**src/logic/serial_bitrate_regs.svh**
```systemverilog
/*
 Register offsets, field positions, reset values and timing figures for the
 serial bit-rate clock and FIFO data port.
 Assumes inclusion by bare name from any file that needs these constants.
*/
`ifndef SERIAL_BITRATE_REGS_SVH
`define SERIAL_BITRATE_REGS_SVH

// Word offsets of the registers on the plain register port.
`define OFF_BITRATE_CONFIG   4'h0
`define OFF_FIFO_DATA        4'h4
`define OFF_FIFO_STATUS      4'h8

// Fields of serial_bitrate_config.
`define F_DIVIDER_RUN        31
`define F_TIMING_MODE        30
`define F_RX_EXTERNAL        29
`define F_TX_EXTERNAL        28
`define F_SRC_HI             25
`define F_SRC_LO             24
`define F_IDLE_POL           21
`define F_TX_DIV_HI          20
`define F_TX_DIV_LO          19
`define F_RX_DIV_HI          17
`define F_RX_DIV_LO          16
`define F_TX_INT_SEL         14
`define F_RX_INT_SEL         12
`define F_N_HI               10
`define F_N_LO               0

// Divide-ratio codes.
`define DIV_1X               2'h0
`define DIV_8X               2'h1
`define DIV_16X              2'h2
`define DIV_32X              2'h3

// Oversample counts that go with each divide ratio, minus one.
`define OVS_1X_M1            5'h00
`define OVS_8X_M1            5'h07
`define OVS_16X_M1           5'h0f
`define OVS_32X_M1           5'h1f

// Source-select codes.
`define SRC_CRYSTAL          2'h0
`define SRC_SYSTEM           2'h1
`define SRC_PIN1             2'h2
`define SRC_PIN2             2'h3

// Crystal reference prescale: the reference is the crystal over five.
`define XTAL_PRESCALE_M1     3'h4

// Reset values.
`define CONFIG_RESET         32'h0000_0000
`define COUNT_ZERO           11'h000
`define BYTE_ZERO            8'h00
`define WORD_ZERO            32'h0000_0000

`endif

```
**src/logic/serial_bitrate_pkg.sv**
```systemverilog
/*
 Types shared by the serial bit-rate clock and FIFO data port.
 Assumes the constants header is included where numbers are needed.
*/
package serial_bitrate_pkg;

   // Software-visible configuration word, laid out as the register.
   typedef struct packed {
      logic        divider_run;
      logic        timing_mode_sel;
      logic        rx_clock_external;
      logic        tx_clock_external;
      logic [1:0]  unused_27_26;
      logic [1:0]  divider_source_select;
      logic [1:0]  unused_23_22;
      logic        clock_idle_polarity;
      logic [1:0]  tx_clock_divide;
      logic        unused_18;
      logic [1:0]  rx_clock_divide;
      logic        unused_15;
      logic        tx_internal_clock_select;
      logic        unused_13;
      logic        rx_internal_clock_select;
      logic        unused_11;
      logic [10:0] divisor;
   } bitrate_config_t;

   // Byte stream handshake towards the channel FIFOs.
   typedef struct packed {
      logic       valid;
      logic [7:0] data;
   } byte_beat_t;

   // Register port request.
   typedef struct packed {
      logic [3:0]  addr;
      logic [31:0] wdata;
      logic        wr;
      logic        rd;
   } reg_req_t;

endpackage : serial_bitrate_pkg

```
**src/logic/serial_bitrate_clock_and_fifo.sv**
```systemverilog
/*
 Bit-rate divider, clock selection and FIFO data port of one serial channel.
 Assumes every clock source input (crystal, pins, recovered clock) is
 synchronous to mclk and at most a quarter of its rate; each is used as a
 level and its rising edge taken as a count event.
*/
// Behaviour
// - Serial clock starts at idle polarity bit.
// - Divide fields choose 1x, 8x, 16x, 32x.
// - 1x fastest, 32x finest resolution.
// - All zero selects 16x oversampling.
// - Transmit internal clock: divider or recovery.
// - Receive internal clock: divider or recovery.
// - Crystal reference over 2*(N+1) times ratio.
// - System clock source divides by 2*(N+1).
// - Pin source divides by 2*(N+1).
// - Crystal reference is crystal over five.
// - Data write clears the writable flag.
// - Data read pops the receive FIFO while readable.
// - Data read clears the readable flag.
// - External timing forces 1x from pin.
// - Source field picks crystal, system clock, pins.
// - Divider runs only while enabled.
`timescale 1ns/1ps
`include "serial_bitrate_regs.svh"

module serial_bitrate_clock_and_fifo
(
   input  wire logic        mclk,
   input  wire logic        rst_b,
   input  wire logic [3:0]  reg_addr,
   input  wire logic [31:0] reg_wdata,
   input  wire logic        reg_wr,
   input  wire logic        reg_rd,
   output logic      [31:0] reg_rdata,
   input  wire logic        crystal_in,
   input  wire logic        pin1_clk_in,
   input  wire logic        pin2_clk_in,
   input  wire logic        rx_recovered_clk,
   output logic             tx_bit_tick,
   output logic             rx_bit_tick,
   output logic             serial_clk_out,
   input  wire logic        tx_ready_set,
   output logic             tx_push_valid,
   output logic      [7:0]  tx_push_data,
   input  wire logic        rx_ready_set,
   input  wire logic [7:0]  rx_data_in,
   input  wire logic [2:0]  rx_bytes_available,
   output logic             rx_pop
);

   serial_bitrate_pkg::bitrate_config_t cfg_q;
   serial_bitrate_pkg::reg_req_t        req;
   serial_bitrate_pkg::byte_beat_t      tx_beat_q;
   logic [2:0]  xtal_div_q;
   logic        xtal_ref_q;
   logic        crystal_prev_q;
   logic        src_level;
   logic        src_prev_q;
   logic        src_edge;
   logic [10:0] div_count_q;
   logic        div_out_q;
   logic        div_prev_q;
   logic        div_edge;
   logic        rec_prev_q;
   logic        rec_edge;
   logic        pin1_prev_q;
   logic        pin2_prev_q;
   logic        tx_int_edge;
   logic        rx_int_edge;
   logic        tx_edge;
   logic        rx_edge;
   logic [4:0]  tx_ovs_top;
   logic [4:0]  rx_ovs_top;
   logic [4:0]  tx_ovs_q;
   logic [4:0]  rx_ovs_q;
   logic        tx_writable_q;
   logic        rx_readable_q;
   logic        data_wr;
   logic        data_rd;
   logic        sclk_q;
   logic        run_prev_q;

   // Bundle the register port so the decode reads as one request.
   assign req.addr  = reg_addr;
   assign req.wdata = reg_wdata;
   assign req.wr    = reg_wr;
   assign req.rd    = reg_rd;

   assign data_wr = req.wr && (req.addr == `OFF_FIFO_DATA);
   assign data_rd = req.rd && (req.addr == `OFF_FIFO_DATA);

   // Configuration register; steers the divider, clock choice and serial clock below.
   always_ff @(posedge mclk or negedge rst_b)
   begin
      if (!rst_b)
         cfg_q <= `CONFIG_RESET;
      else if (req.wr && (req.addr == `OFF_BITRATE_CONFIG))
         cfg_q <= req.wdata;
   end

   // Crystal reference: one event per five rises; a toggle would halve it.
   always_ff @(posedge mclk or negedge rst_b)
   begin
      if (!rst_b)
      begin
         crystal_prev_q <= 1'b0;
         xtal_div_q     <= 3'h0;
         xtal_ref_q     <= 1'b0;
      end
      else
      begin
         crystal_prev_q <= crystal_in;
         xtal_ref_q     <= 1'b0;
         if (crystal_in && !crystal_prev_q)
         begin
            if (xtal_div_q == `XTAL_PRESCALE_M1)
            begin
               xtal_div_q <= 3'h0;
               xtal_ref_q <= 1'b1;
            end
            else
               xtal_div_q <= xtal_div_q + 3'h1;
         end
      end
   end

   // Source multiplexer for the divider.
   always_comb
   begin
      unique case (cfg_q.divider_source_select)
         `SRC_CRYSTAL: src_level = xtal_ref_q;
         `SRC_SYSTEM:  src_level = 1'b1;
         `SRC_PIN1:    src_level = pin1_clk_in;
         `SRC_PIN2:    src_level = pin2_clk_in;
      endcase
   end

   // Source events: mclk counts every cycle, crystal reference is an event.
   always_ff @(posedge mclk or negedge rst_b)
   begin
      if (!rst_b)
         src_prev_q <= 1'b0;
      else
         src_prev_q <= src_level;
   end

   always_comb
   begin
      unique case (cfg_q.divider_source_select)
         `SRC_CRYSTAL: src_edge = xtal_ref_q;
         `SRC_SYSTEM:  src_edge = 1'b1;
         default:      src_edge = src_level && !src_prev_q;
      endcase
   end

   // Divider: N+1 source events per half period, so 2*(N+1) per period.
   always_ff @(posedge mclk or negedge rst_b)
   begin
      if (!rst_b)
      begin
         div_count_q <= `COUNT_ZERO;
         div_out_q   <= 1'b0;
      end
      else if (!cfg_q.divider_run)
      begin
         div_count_q <= `COUNT_ZERO;
         div_out_q   <= 1'b0;
      end
      else if (src_edge)
      begin
         if (div_count_q >= cfg_q.divisor)
         begin
            div_count_q <= `COUNT_ZERO;
            div_out_q   <= !div_out_q;
         end
         else
            div_count_q <= div_count_q + 11'h001;
      end
   end

   // Rising edges of divider output, recovered clock and pins.
   always_ff @(posedge mclk or negedge rst_b)
   begin
      if (!rst_b)
      begin
         div_prev_q  <= 1'b0;
         rec_prev_q  <= 1'b0;
         pin1_prev_q <= 1'b0;
         pin2_prev_q <= 1'b0;
      end
      else
      begin
         div_prev_q  <= div_out_q;
         rec_prev_q  <= rx_recovered_clk;
         pin1_prev_q <= pin1_clk_in;
         pin2_prev_q <= pin2_clk_in;
      end
   end

   assign div_edge = div_out_q && !div_prev_q;
   assign rec_edge = rx_recovered_clk && !rec_prev_q;

   // Internal clock choice per direction.
   assign tx_int_edge = cfg_q.tx_internal_clock_select ? rec_edge
                                                       : div_edge;
   assign rx_int_edge = cfg_q.rx_internal_clock_select ? rec_edge
                                                       : div_edge;

   // External timing takes a pin directly: receive pin 1, transmit pin 2.
   assign tx_edge = cfg_q.tx_clock_external ?
                    (pin2_clk_in && !pin2_prev_q) : tx_int_edge;
   assign rx_edge = cfg_q.rx_clock_external ?
                    (pin1_clk_in && !pin1_prev_q) : rx_int_edge;

   // Map a divide code to its oversample count; all-zero config means 16x.
   function automatic logic [4:0] ovs_top(input logic [1:0] code,
                                          input logic       ext);
      logic [4:0] top;
      if (ext)
         top = `OVS_1X_M1;
      else if (!cfg_q.timing_mode_sel && (cfg_q.tx_clock_divide == `DIV_1X)
               && (cfg_q.rx_clock_divide == `DIV_1X))
         top = `OVS_16X_M1;
      else
         unique case (code)
            `DIV_1X:  top = `OVS_1X_M1;
            `DIV_8X:  top = `OVS_8X_M1;
            `DIV_16X: top = `OVS_16X_M1;
            `DIV_32X: top = `OVS_32X_M1;
         endcase
      return top;
   endfunction : ovs_top

   // A process, so that config fields read inside the function also wake it.
   always_comb
   begin
      tx_ovs_top = ovs_top(cfg_q.tx_clock_divide, cfg_q.tx_clock_external);
      rx_ovs_top = ovs_top(cfg_q.rx_clock_divide, cfg_q.rx_clock_external);
   end

   // Per-direction oversample counters producing one bit tick each.
   always_ff @(posedge mclk or negedge rst_b)
   begin
      if (!rst_b)
      begin
         tx_ovs_q    <= 5'h00;
         rx_ovs_q    <= 5'h00;
         tx_bit_tick <= 1'b0;
         rx_bit_tick <= 1'b0;
      end
      else
      begin
         tx_bit_tick <= 1'b0;
         rx_bit_tick <= 1'b0;
         if (tx_edge)
         begin
            if (tx_ovs_q >= tx_ovs_top)
            begin
               tx_ovs_q    <= 5'h00;
               tx_bit_tick <= 1'b1;
            end
            else
               tx_ovs_q <= tx_ovs_q + 5'h01;
         end
         if (rx_edge)
         begin
            if (rx_ovs_q >= rx_ovs_top)
            begin
               rx_ovs_q    <= 5'h00;
               rx_bit_tick <= 1'b1;
            end
            else
               rx_ovs_q <= rx_ovs_q + 5'h01;
         end
      end
   end

   // Serial clock: idle polarity until the divider starts, then toggles.
   always_ff @(posedge mclk or negedge rst_b)
   begin
      if (!rst_b)
      begin
         sclk_q     <= 1'b0;
         run_prev_q <= 1'b0;
      end
      else
      begin
         run_prev_q <= cfg_q.divider_run;
         if (!cfg_q.divider_run || (cfg_q.divider_run && !run_prev_q))
            sclk_q <= cfg_q.clock_idle_polarity;
         else if (tx_bit_tick)
            sclk_q <= !sclk_q;
      end
   end

   assign serial_clk_out = sclk_q;

   // Transmit-ready: a set beats a same-cycle write so room is never lost.
   always_ff @(posedge mclk or negedge rst_b)
   begin
      if (!rst_b)
         tx_writable_q <= 1'b0;
      else if (tx_ready_set)
         tx_writable_q <= 1'b1;
      else if (data_wr)
         tx_writable_q <= 1'b0;
   end

   // Push only while writable; a blocked write is dropped, FIFO untouched.
   always_ff @(posedge mclk or negedge rst_b)
   begin
      if (!rst_b)
         tx_beat_q <= '0;
      else
      begin
         tx_beat_q.valid <= data_wr && tx_writable_q;
         if (data_wr && tx_writable_q)
            tx_beat_q.data <= req.wdata[7:0];
      end
   end

   assign tx_push_valid = tx_beat_q.valid;
   assign tx_push_data  = tx_beat_q.data;

   // Receive-ready flag: set by the channel, cleared by a data read.
   always_ff @(posedge mclk or negedge rst_b)
   begin
      if (!rst_b)
         rx_readable_q <= 1'b0;
      else if (rx_ready_set)
         rx_readable_q <= 1'b1;
      else if (data_rd)
         rx_readable_q <= 1'b0;
   end

   // A data read pops one entry from the receive FIFO while the readable flag is set.
   assign rx_pop = data_rd && rx_readable_q;

   // Read data stands in the cycle after the strobe and only there.
   always_ff @(posedge mclk or negedge rst_b)
   begin
      if (!rst_b)
      begin
         reg_rdata <= `WORD_ZERO;
      end
      else
      begin
         reg_rdata <= `WORD_ZERO;
         if (req.rd)
            unique case (req.addr)
               `OFF_BITRATE_CONFIG: reg_rdata <= cfg_q;
               `OFF_FIFO_DATA:      reg_rdata <= {24'h000000, rx_data_in};
               `OFF_FIFO_STATUS:    reg_rdata <= {25'h0000000,
                                                  rx_bytes_available,
                                                  2'h0, tx_writable_q,
                                                  rx_readable_q};
               default:             reg_rdata <= `WORD_ZERO;
            endcase
      end
   end

endmodule : serial_bitrate_clock_and_fifo

```
**config.mk**
```make
export PLATFORM = sky130hd
export DESIGN_NAME = serial_bitrate_clock_and_fifo
export DESIGN_NICKNAME = d
export VERILOG_FILES = /design/src/logic/serial_bitrate_pkg.sv /design/src/logic/serial_bitrate_clock_and_fifo.sv
export VERILOG_INCLUDE_DIRS = /design/src /design/src/logic
export SDC_FILE = /design/constraint.sdc
export NUM_CORES = 1
export LEC_CHECK = 0
export ABC_AREA = 1
export CORE_MARGIN = 2
export CORE_UTILIZATION = 35
export DETAILED_ROUTE_END_ITERATION = 8
export DONT_BUFFER_PORTS = 1
export PLACE_DENSITY = 0.6
export SKIP_LAST_GASP = 1
export SYNTH_ARGS = -nofsm -noshare
export SYNTH_HDL_FRONTEND = slang
export SYNTH_SLANG_ARGS = --single-unit
```
**constraint.sdc**
```tcl
create_clock -name mclk -period 7.2 [get_ports mclk]
set_input_delay 0 -clock mclk [delete_from_list [all_inputs] [get_ports mclk]]
set_output_delay 0 -clock mclk [all_outputs]
set_load 0.02 [all_outputs]
```
Word-level counts from Yosys, hierarchy flattened
Index checks and enable logic that the tools add are counted.

word-level totals
  register bits = 111
  logic and storage cells = 128
  output and inout port bits = 45
  bits of input ports = 57

cells by class
  reduce and logical (&&, ||, !) cells = 34
  add/subtract/negate cells = 4
  muxes and demuxes = 35
  equal/unequal tests = 14
  $lt $le $gt $ge = 3

operators with widths
  kind                                                                      number
  32-bit case mux with 3 select lines                                       1
  5-bit case mux with 4 select lines                                        2
  11-bit 2-to-1 mux                                                         3
  32-bit 2-to-1 mux                                                         1
  5-bit 2-to-1 mux                                                          6
  1-bit 2-to-1 mux                                                          19
  1-bit logical AND                                                         14
  2-bit equality test (second input constant)                               6
  11-bit by 1-bit adder with 11-bit output (second input constant)          1
  11-bit >= comparator                                                      1
  1-bit logical NOT                                                         11
  5-bit by 1-bit adder with 5-bit output (second input constant)            2
  5-bit >= comparator                                                       2
  2-bit by 1-bit equality test with 1-bit output (second input constant)    3
  2-bit logical NOT                                                         3
  2-bit nonzero test                                                        3
  4-bit by 3-bit equality test with 1-bit output (second input constant)    1
  4-bit equality test (second input constant)                               1
  4-bit logical NOT                                                         1
  2-bit by 1-bit inequality test with 1-bit output (second input constant)  2
  1-bit case mux with 4 select lines                                        1
  3-bit by 1-bit adder with 3-bit output (second input constant)            1
  3-bit equality test (second input constant)                               1
  3-bit 2-to-1 mux                                                          1
  other kinds (3)                                                           3

Logic depth before layout (Yosys ltp)
  depth in word-level cells = 8
  depth in mapped cells = 12
  depth with buffers taken out = 12

Worst setup path before layout
No wires, ideal clock.

  kind = flip-flop to flip-flop
  start = register cfg_q[20] in the netlist's numbering
  end = register rx_ovs_q[0]
  clock period less this slack = 2.256 ns
  library setup time = 0.067 ns
  path buffers = 0
  cell stages (with the launch flop) = 13
  required time = 7.133 ns
  slack = 4.944 ns
  arrival = 2.189 ns
  cells stage by stage = dfrtp_1 -> nor2_1 -> inv_1 -> nor3_1 -> inv_1 -> a21oi_1 -> inv_1 -> ha_1 -> a21oi_1 -> o21ai_0 -> a211oi_1 -> nand3_1 -> nand2_1

on the way
  word-level cells in the longest chain between the ends = 7

ends and longest elaborated chain
  item                             RTL line                              text
  from (decl)                      serial_bitrate_clock_and_fifo.sv:52   serial_bitrate_pkg::bitrate_config_t cfg_q;
  from (signal assigned)           serial_bitrate_clock_and_fifo.sv:97   cfg_q <= `CONFIG_RESET;
  from (signal assigned)           serial_bitrate_clock_and_fifo.sv:99   cfg_q <= req.wdata;
  2-bit logical NOT                -
  1-bit logical AND (2 in series)  serial_bitrate_clock_and_fifo.sv:222  else if (!cfg_q.timing_mode_sel && (cfg_q.tx_clock_divide == `DIV_1X)
  5-bit 2-to-1 mux                 serial_bitrate_clock_and_fifo.sv:222
  5-bit 2-to-1 mux                 serial_bitrate_clock_and_fifo.sv:220  if (ext)
  5-bit >= comparator              serial_bitrate_clock_and_fifo.sv:268  if (rx_ovs_q >= rx_ovs_top)
  5-bit 2-to-1 mux                 serial_bitrate_clock_and_fifo.sv:268
  to (signal assigned)             serial_bitrate_clock_and_fifo.sv:274  rx_ovs_q <= rx_ovs_q + 5'h01;
  to (decl)                        serial_bitrate_clock_and_fifo.sv:76   logic [4:0] rx_ovs_q;

Every way passes these cells.
A chain may end at the register's enable or synchronous reset.

Worst setup path after layout
  start = register cfg_q[20] in the netlist's numbering
  end = register rx_ovs_q[4]

The elaborated chain is that of the path after synthesis.

==> results by group <==
Floorplanning
  • Die area: 15800 um^2
  • Area of the core: 14500 um^2
  • Die Wd: roughly 130 um
  • # IOs: a little over 100
  • Starting density of the core: 0.358
  • Die span in y: 126 um
  • Rows: 44

Yosys
  • Yosys Warn Count: 0
  • Ys async rst share: 1.00
  • Post-Syn Area: 5200 um^2
  • Syn Nets: about 700
  • Syn Inst Count: about 600
  • EDFF count, synth: 0
  • Sequential cell area fraction in the yosys report: 0.534
  • #FFs+latches synth: ~110
  • Main synth FF type: dfrtp_1
  • Library cells used by synthesis: 33
  • Avg Cell Area, Syn: 8.71 um^2

Timing
  • Max Clk Rate: ~350 MHz
  • Fin. max-slew vios: 0
  • Slew at the pin with the worst max-slew slack: between 1000 and 1500 ps
  • Period utilisation layout: 0.393
  • Max_slew headroom: 0.305
  • Hold slack: between 10 and 15 ps
  • Final setup TNS: 0 ps
  • Post-layout minimum cycle time: about 2800 ps
  • Final hold violations: 0
  • RSZ-0062 raised after global routing: false
  • Final setup fails: 0
  • Setup Skew: 8.29 ps

Setup path
  • Crit-path max cell delay: approximately 600 ps
  • Critical Path End: rx_ovs_q[4]$_DFFE_PN0N_
  • Crit-path most repeated cell: inv_1
  • WP data arrival: 3130 ps
  • Crit-path max FO: 6
  • CP max-delay cell: a211oi_1
  • Crit. path cell count: 12
  • CP Cell Sequence: nor2_1 > inv_1 > nor3_1 > inv_1 > a21oi_1 > inv_1 > ha_1 > a21oi_1 > o21ai_0 > a211oi_1 > nand3b_1 > nand2_1
  • CP Data Required Time: 7500 ps
  • Crit start category: flop
  • Crit end category: flop
  • R2R Path End: rx_ovs_q[4]$_DFFE_PN0N_
  • Worst reg2reg startpoint: cfg_q[20]$_DFFE_PN0P_
  • R2r setup slk: ~4400 ps
  • R2R depth: 12
  • WS Path Type: reg -> reg
  • Largest delay share family, worst path: compound AO/OA/AOI/OAI gates
  • Buf+Inv Stages, Crit Path: 3
  • Setup crit start: cfg_q[20]$_DFFE_PN0P_

Power
  • Comb pwr share: 0.227
  • Pleak: around 3.3 nW
  • Internal power: 1.15 mW
  • Worst vdd ir: between 150 and 200 uV
  • Sw frac: 0.337
  • Pwr dens: 275 nW/um^2
  • Clock share of power: 0.295
  • Switching pwr: ~580 uW
  • Seq pwr share: 0.477

GRT
  • Vias in the first global route: about 4.3k
  • Global route total overflow: 0
  • Global-route wire length before repair: around 21000 um
  • Initial antenna violation count: 0
  • Total GRT Usage: 0.161
  • Largest net degree at the start of global routing: about 110

Routing
  • Via count: 4077
  • Drt wl/cell: around 14 um
  • Drt drc: 0
  • Via-to-Cell Ratio: between 4 and 5
  • Drt first pass iters: 4
  • Drt initial violations: between 200 and 300
  • Post-DRT Antenna Nets: 0
  • DRT Wirelength: between 10000 and 15000 um

Clock network
  • Clk buf depth: 2
  • Post-CTS Setup Repair Bufs: 0
  • Post-CTS sizing: 0
  • Root buffer cell: clkbuf_16
  • Clk slew on worst S/H paths: around 80 ps
  • CTS buffer count: 9
  • CTS sink count: approximately 110
  • Htree depth: 3
  • CTS tree: built
  • Clk_lat worst skew: between 300 and 400 ps

Hold path
  • Worst min-delay path class: in -> reg

Placed design
  • Number of port buffers: 0
  • GP Congestion: 0.829
  • Hpwl dp: roughly 8200 um
  • Post-Place Cell Area: approximately 5400 um^2

Finish
  • Ant diodes: 0
  • Share of cells above drive strength 1: 0.0574
  • Fill cells: 1412
  • Layout area overhead: 21.1%
  • Final net count: 741
  • Fin area: ~6300 um^2

Job
  • Max Cap Violations: 0

Run status
  • Status: completed
## flip-flops by register name (all words and copies together) (netlist names), 3 cells and up
| name | cells |
|---|---|
| cfg_q | 32 |
| rx_ovs_q | 5 |
| tx_push_data | 8 |
| reg_rdata | 32 |
| xtal_div_q | 3 |
| div_count_q | 11 |
| tx_ovs_q | 5 |
## how the worst min path moves through the flow
stage	end	slack (ps)	from	depth (start not counted)
2_1_floorplan	cfg_q[0]$_DFFE_PN0P_	-300	rst_b	0
3_3_place_gp	reg_rdata[13]$_DFF_PN0_	-290	rst_b	0
3_5_place_dp	reg_rdata[15]$_DFF_PN0_	-290	rst_b	0
4_1_cts	reg_rdata[3]$_DFF_PN0_	6	reg_addr[0]	5
5_1_grt	reg_rdata[3]$_DFF_PN0_	40	reg_addr[0]	5
6_report	reg_rdata[3]$_DFF_PN0_	10	reg_addr[0]	5
## layer usage
layer | global-route usage | vias to the layer above | part of all wire
met4 | 0.0530 | 0 | 0.018
met3 | 0.0459 | 16 | 0.052
met5 | 0 | - | 0
li1 | - | 2011 | -
met2 | 0.277 | 99 | 0.50
met1 | 0.194 | 1951 | 0.43
## area by class of cell
cell class | count | area [um^2] | area share
flip-flops and latches | 111 | 2780 | 0.441
multi-input cells | 384 | 2020 | 0.320
repair buffers | 61 | 626 | 0.0994
inverters | 91 | 343 | 0.0545
well taps | 184 | 230 | 0.0366
clock buffers | 9 | 225 | 0.0358
clock inverters | 6 | 77.6 | 0.0123
## cell usage in the layout (no fill, tap or decap), types with 3 or more instances in the layout
master         synthesis  layout
nand2_1              140     140
dfrtp_1              111     111
inv_1                 88      88
nor2_1                73      73
dlygate4sd3_1          0      59
a21oi_1               40      40
ha_1                  26      26
nand3_1               23      23
nand4_1               15      15
o21ai_0               10      10
xor2_1                10      10
o21ai_1                9       9
clkbuf_16              0       9
o21ai_2                8       8
nor3_1                 4       4
o211ai_1               4       4
nand3_2                3       3
a31oi_1                3       3
xnor2_1                3       3
## synthesized netlist by cell type (2+ instances only)
cell type	instances	area, um^2
nand2_2	2	12.5
a31oi_1	3	18.8
inv_1	88	330
nand3_1	23	115
a21oi_1	40	200
o21ai_1	9	45.0
nor2_1	73	274
inv_2	2	7.51
xnor2_1	3	26.3
o21ai_0	10	50.1
ha_1	26	325
o211ai_1	4	30.0
o21ai_2	8	70.1
nand2_1	140	526
nor3_1	4	20.0
nand3b_1	2	15.0
nand4_1	15	93.8
xor2_1	10	87.6
nor2_2	2	12.5
buf_2	8	40.0
dfrtp_1	111	2780
nand3_2	3	30.0
## logic make-up (layout without fill, tap and decap cells)
| logic type | Yosys count | after routing | share of synthesized area |
|---|---|---|---|
| xor gates and xnor gates | 13 | 13 | 0.0219 |
| adders and majority gates | 26 | 26 | 0.0626 |
| buffers and inverters | 102 | 167 | 0.0780 |
| DFF | 111 | 111 | 0.534 |
| and+or+nand+nor | 267 | 267 | 0.217 |
| AOI/OAI and AO/OA | 78 | 78 | 0.0864 |
## through the flow
stage                     instances  total power [mW]  setup WS, ps  utilization
final                           846              1.73          4370        0.433
after global routing            846              1.85          4070        0.433
after CTS                       846              1.76          4340        0.433
after detailed placement        771              1.20          4340        0.370
after global placement          771              1.17          4710        0.370
after floorplan                 597              1.10          4940            -
## timing repair
item | 4_1_cts | 5_1_grt
hold endpoints to repair | 171 | 0
setup endpoints to repair | 0 | 0
hold buffers | 60 | 0
## power groups by stage
stage	clock network [mW]	logic, mW	registers (mW)
finish	0.511	0.393	0.826
detailed placement	0	0.357	0.839
floorplan	0	0.286	0.810
global placement	0	0.332	0.834
CTS	0.529	0.398	0.828
global route	0.549	0.465	0.841
## tightest hold or removal path, cell delays in order
cell     delay, ps
nor2_2          30
nand3_2        100
inv_2           70
nand2_1         60
a21oi_1         60
Power figures use the tool's default switching activity.
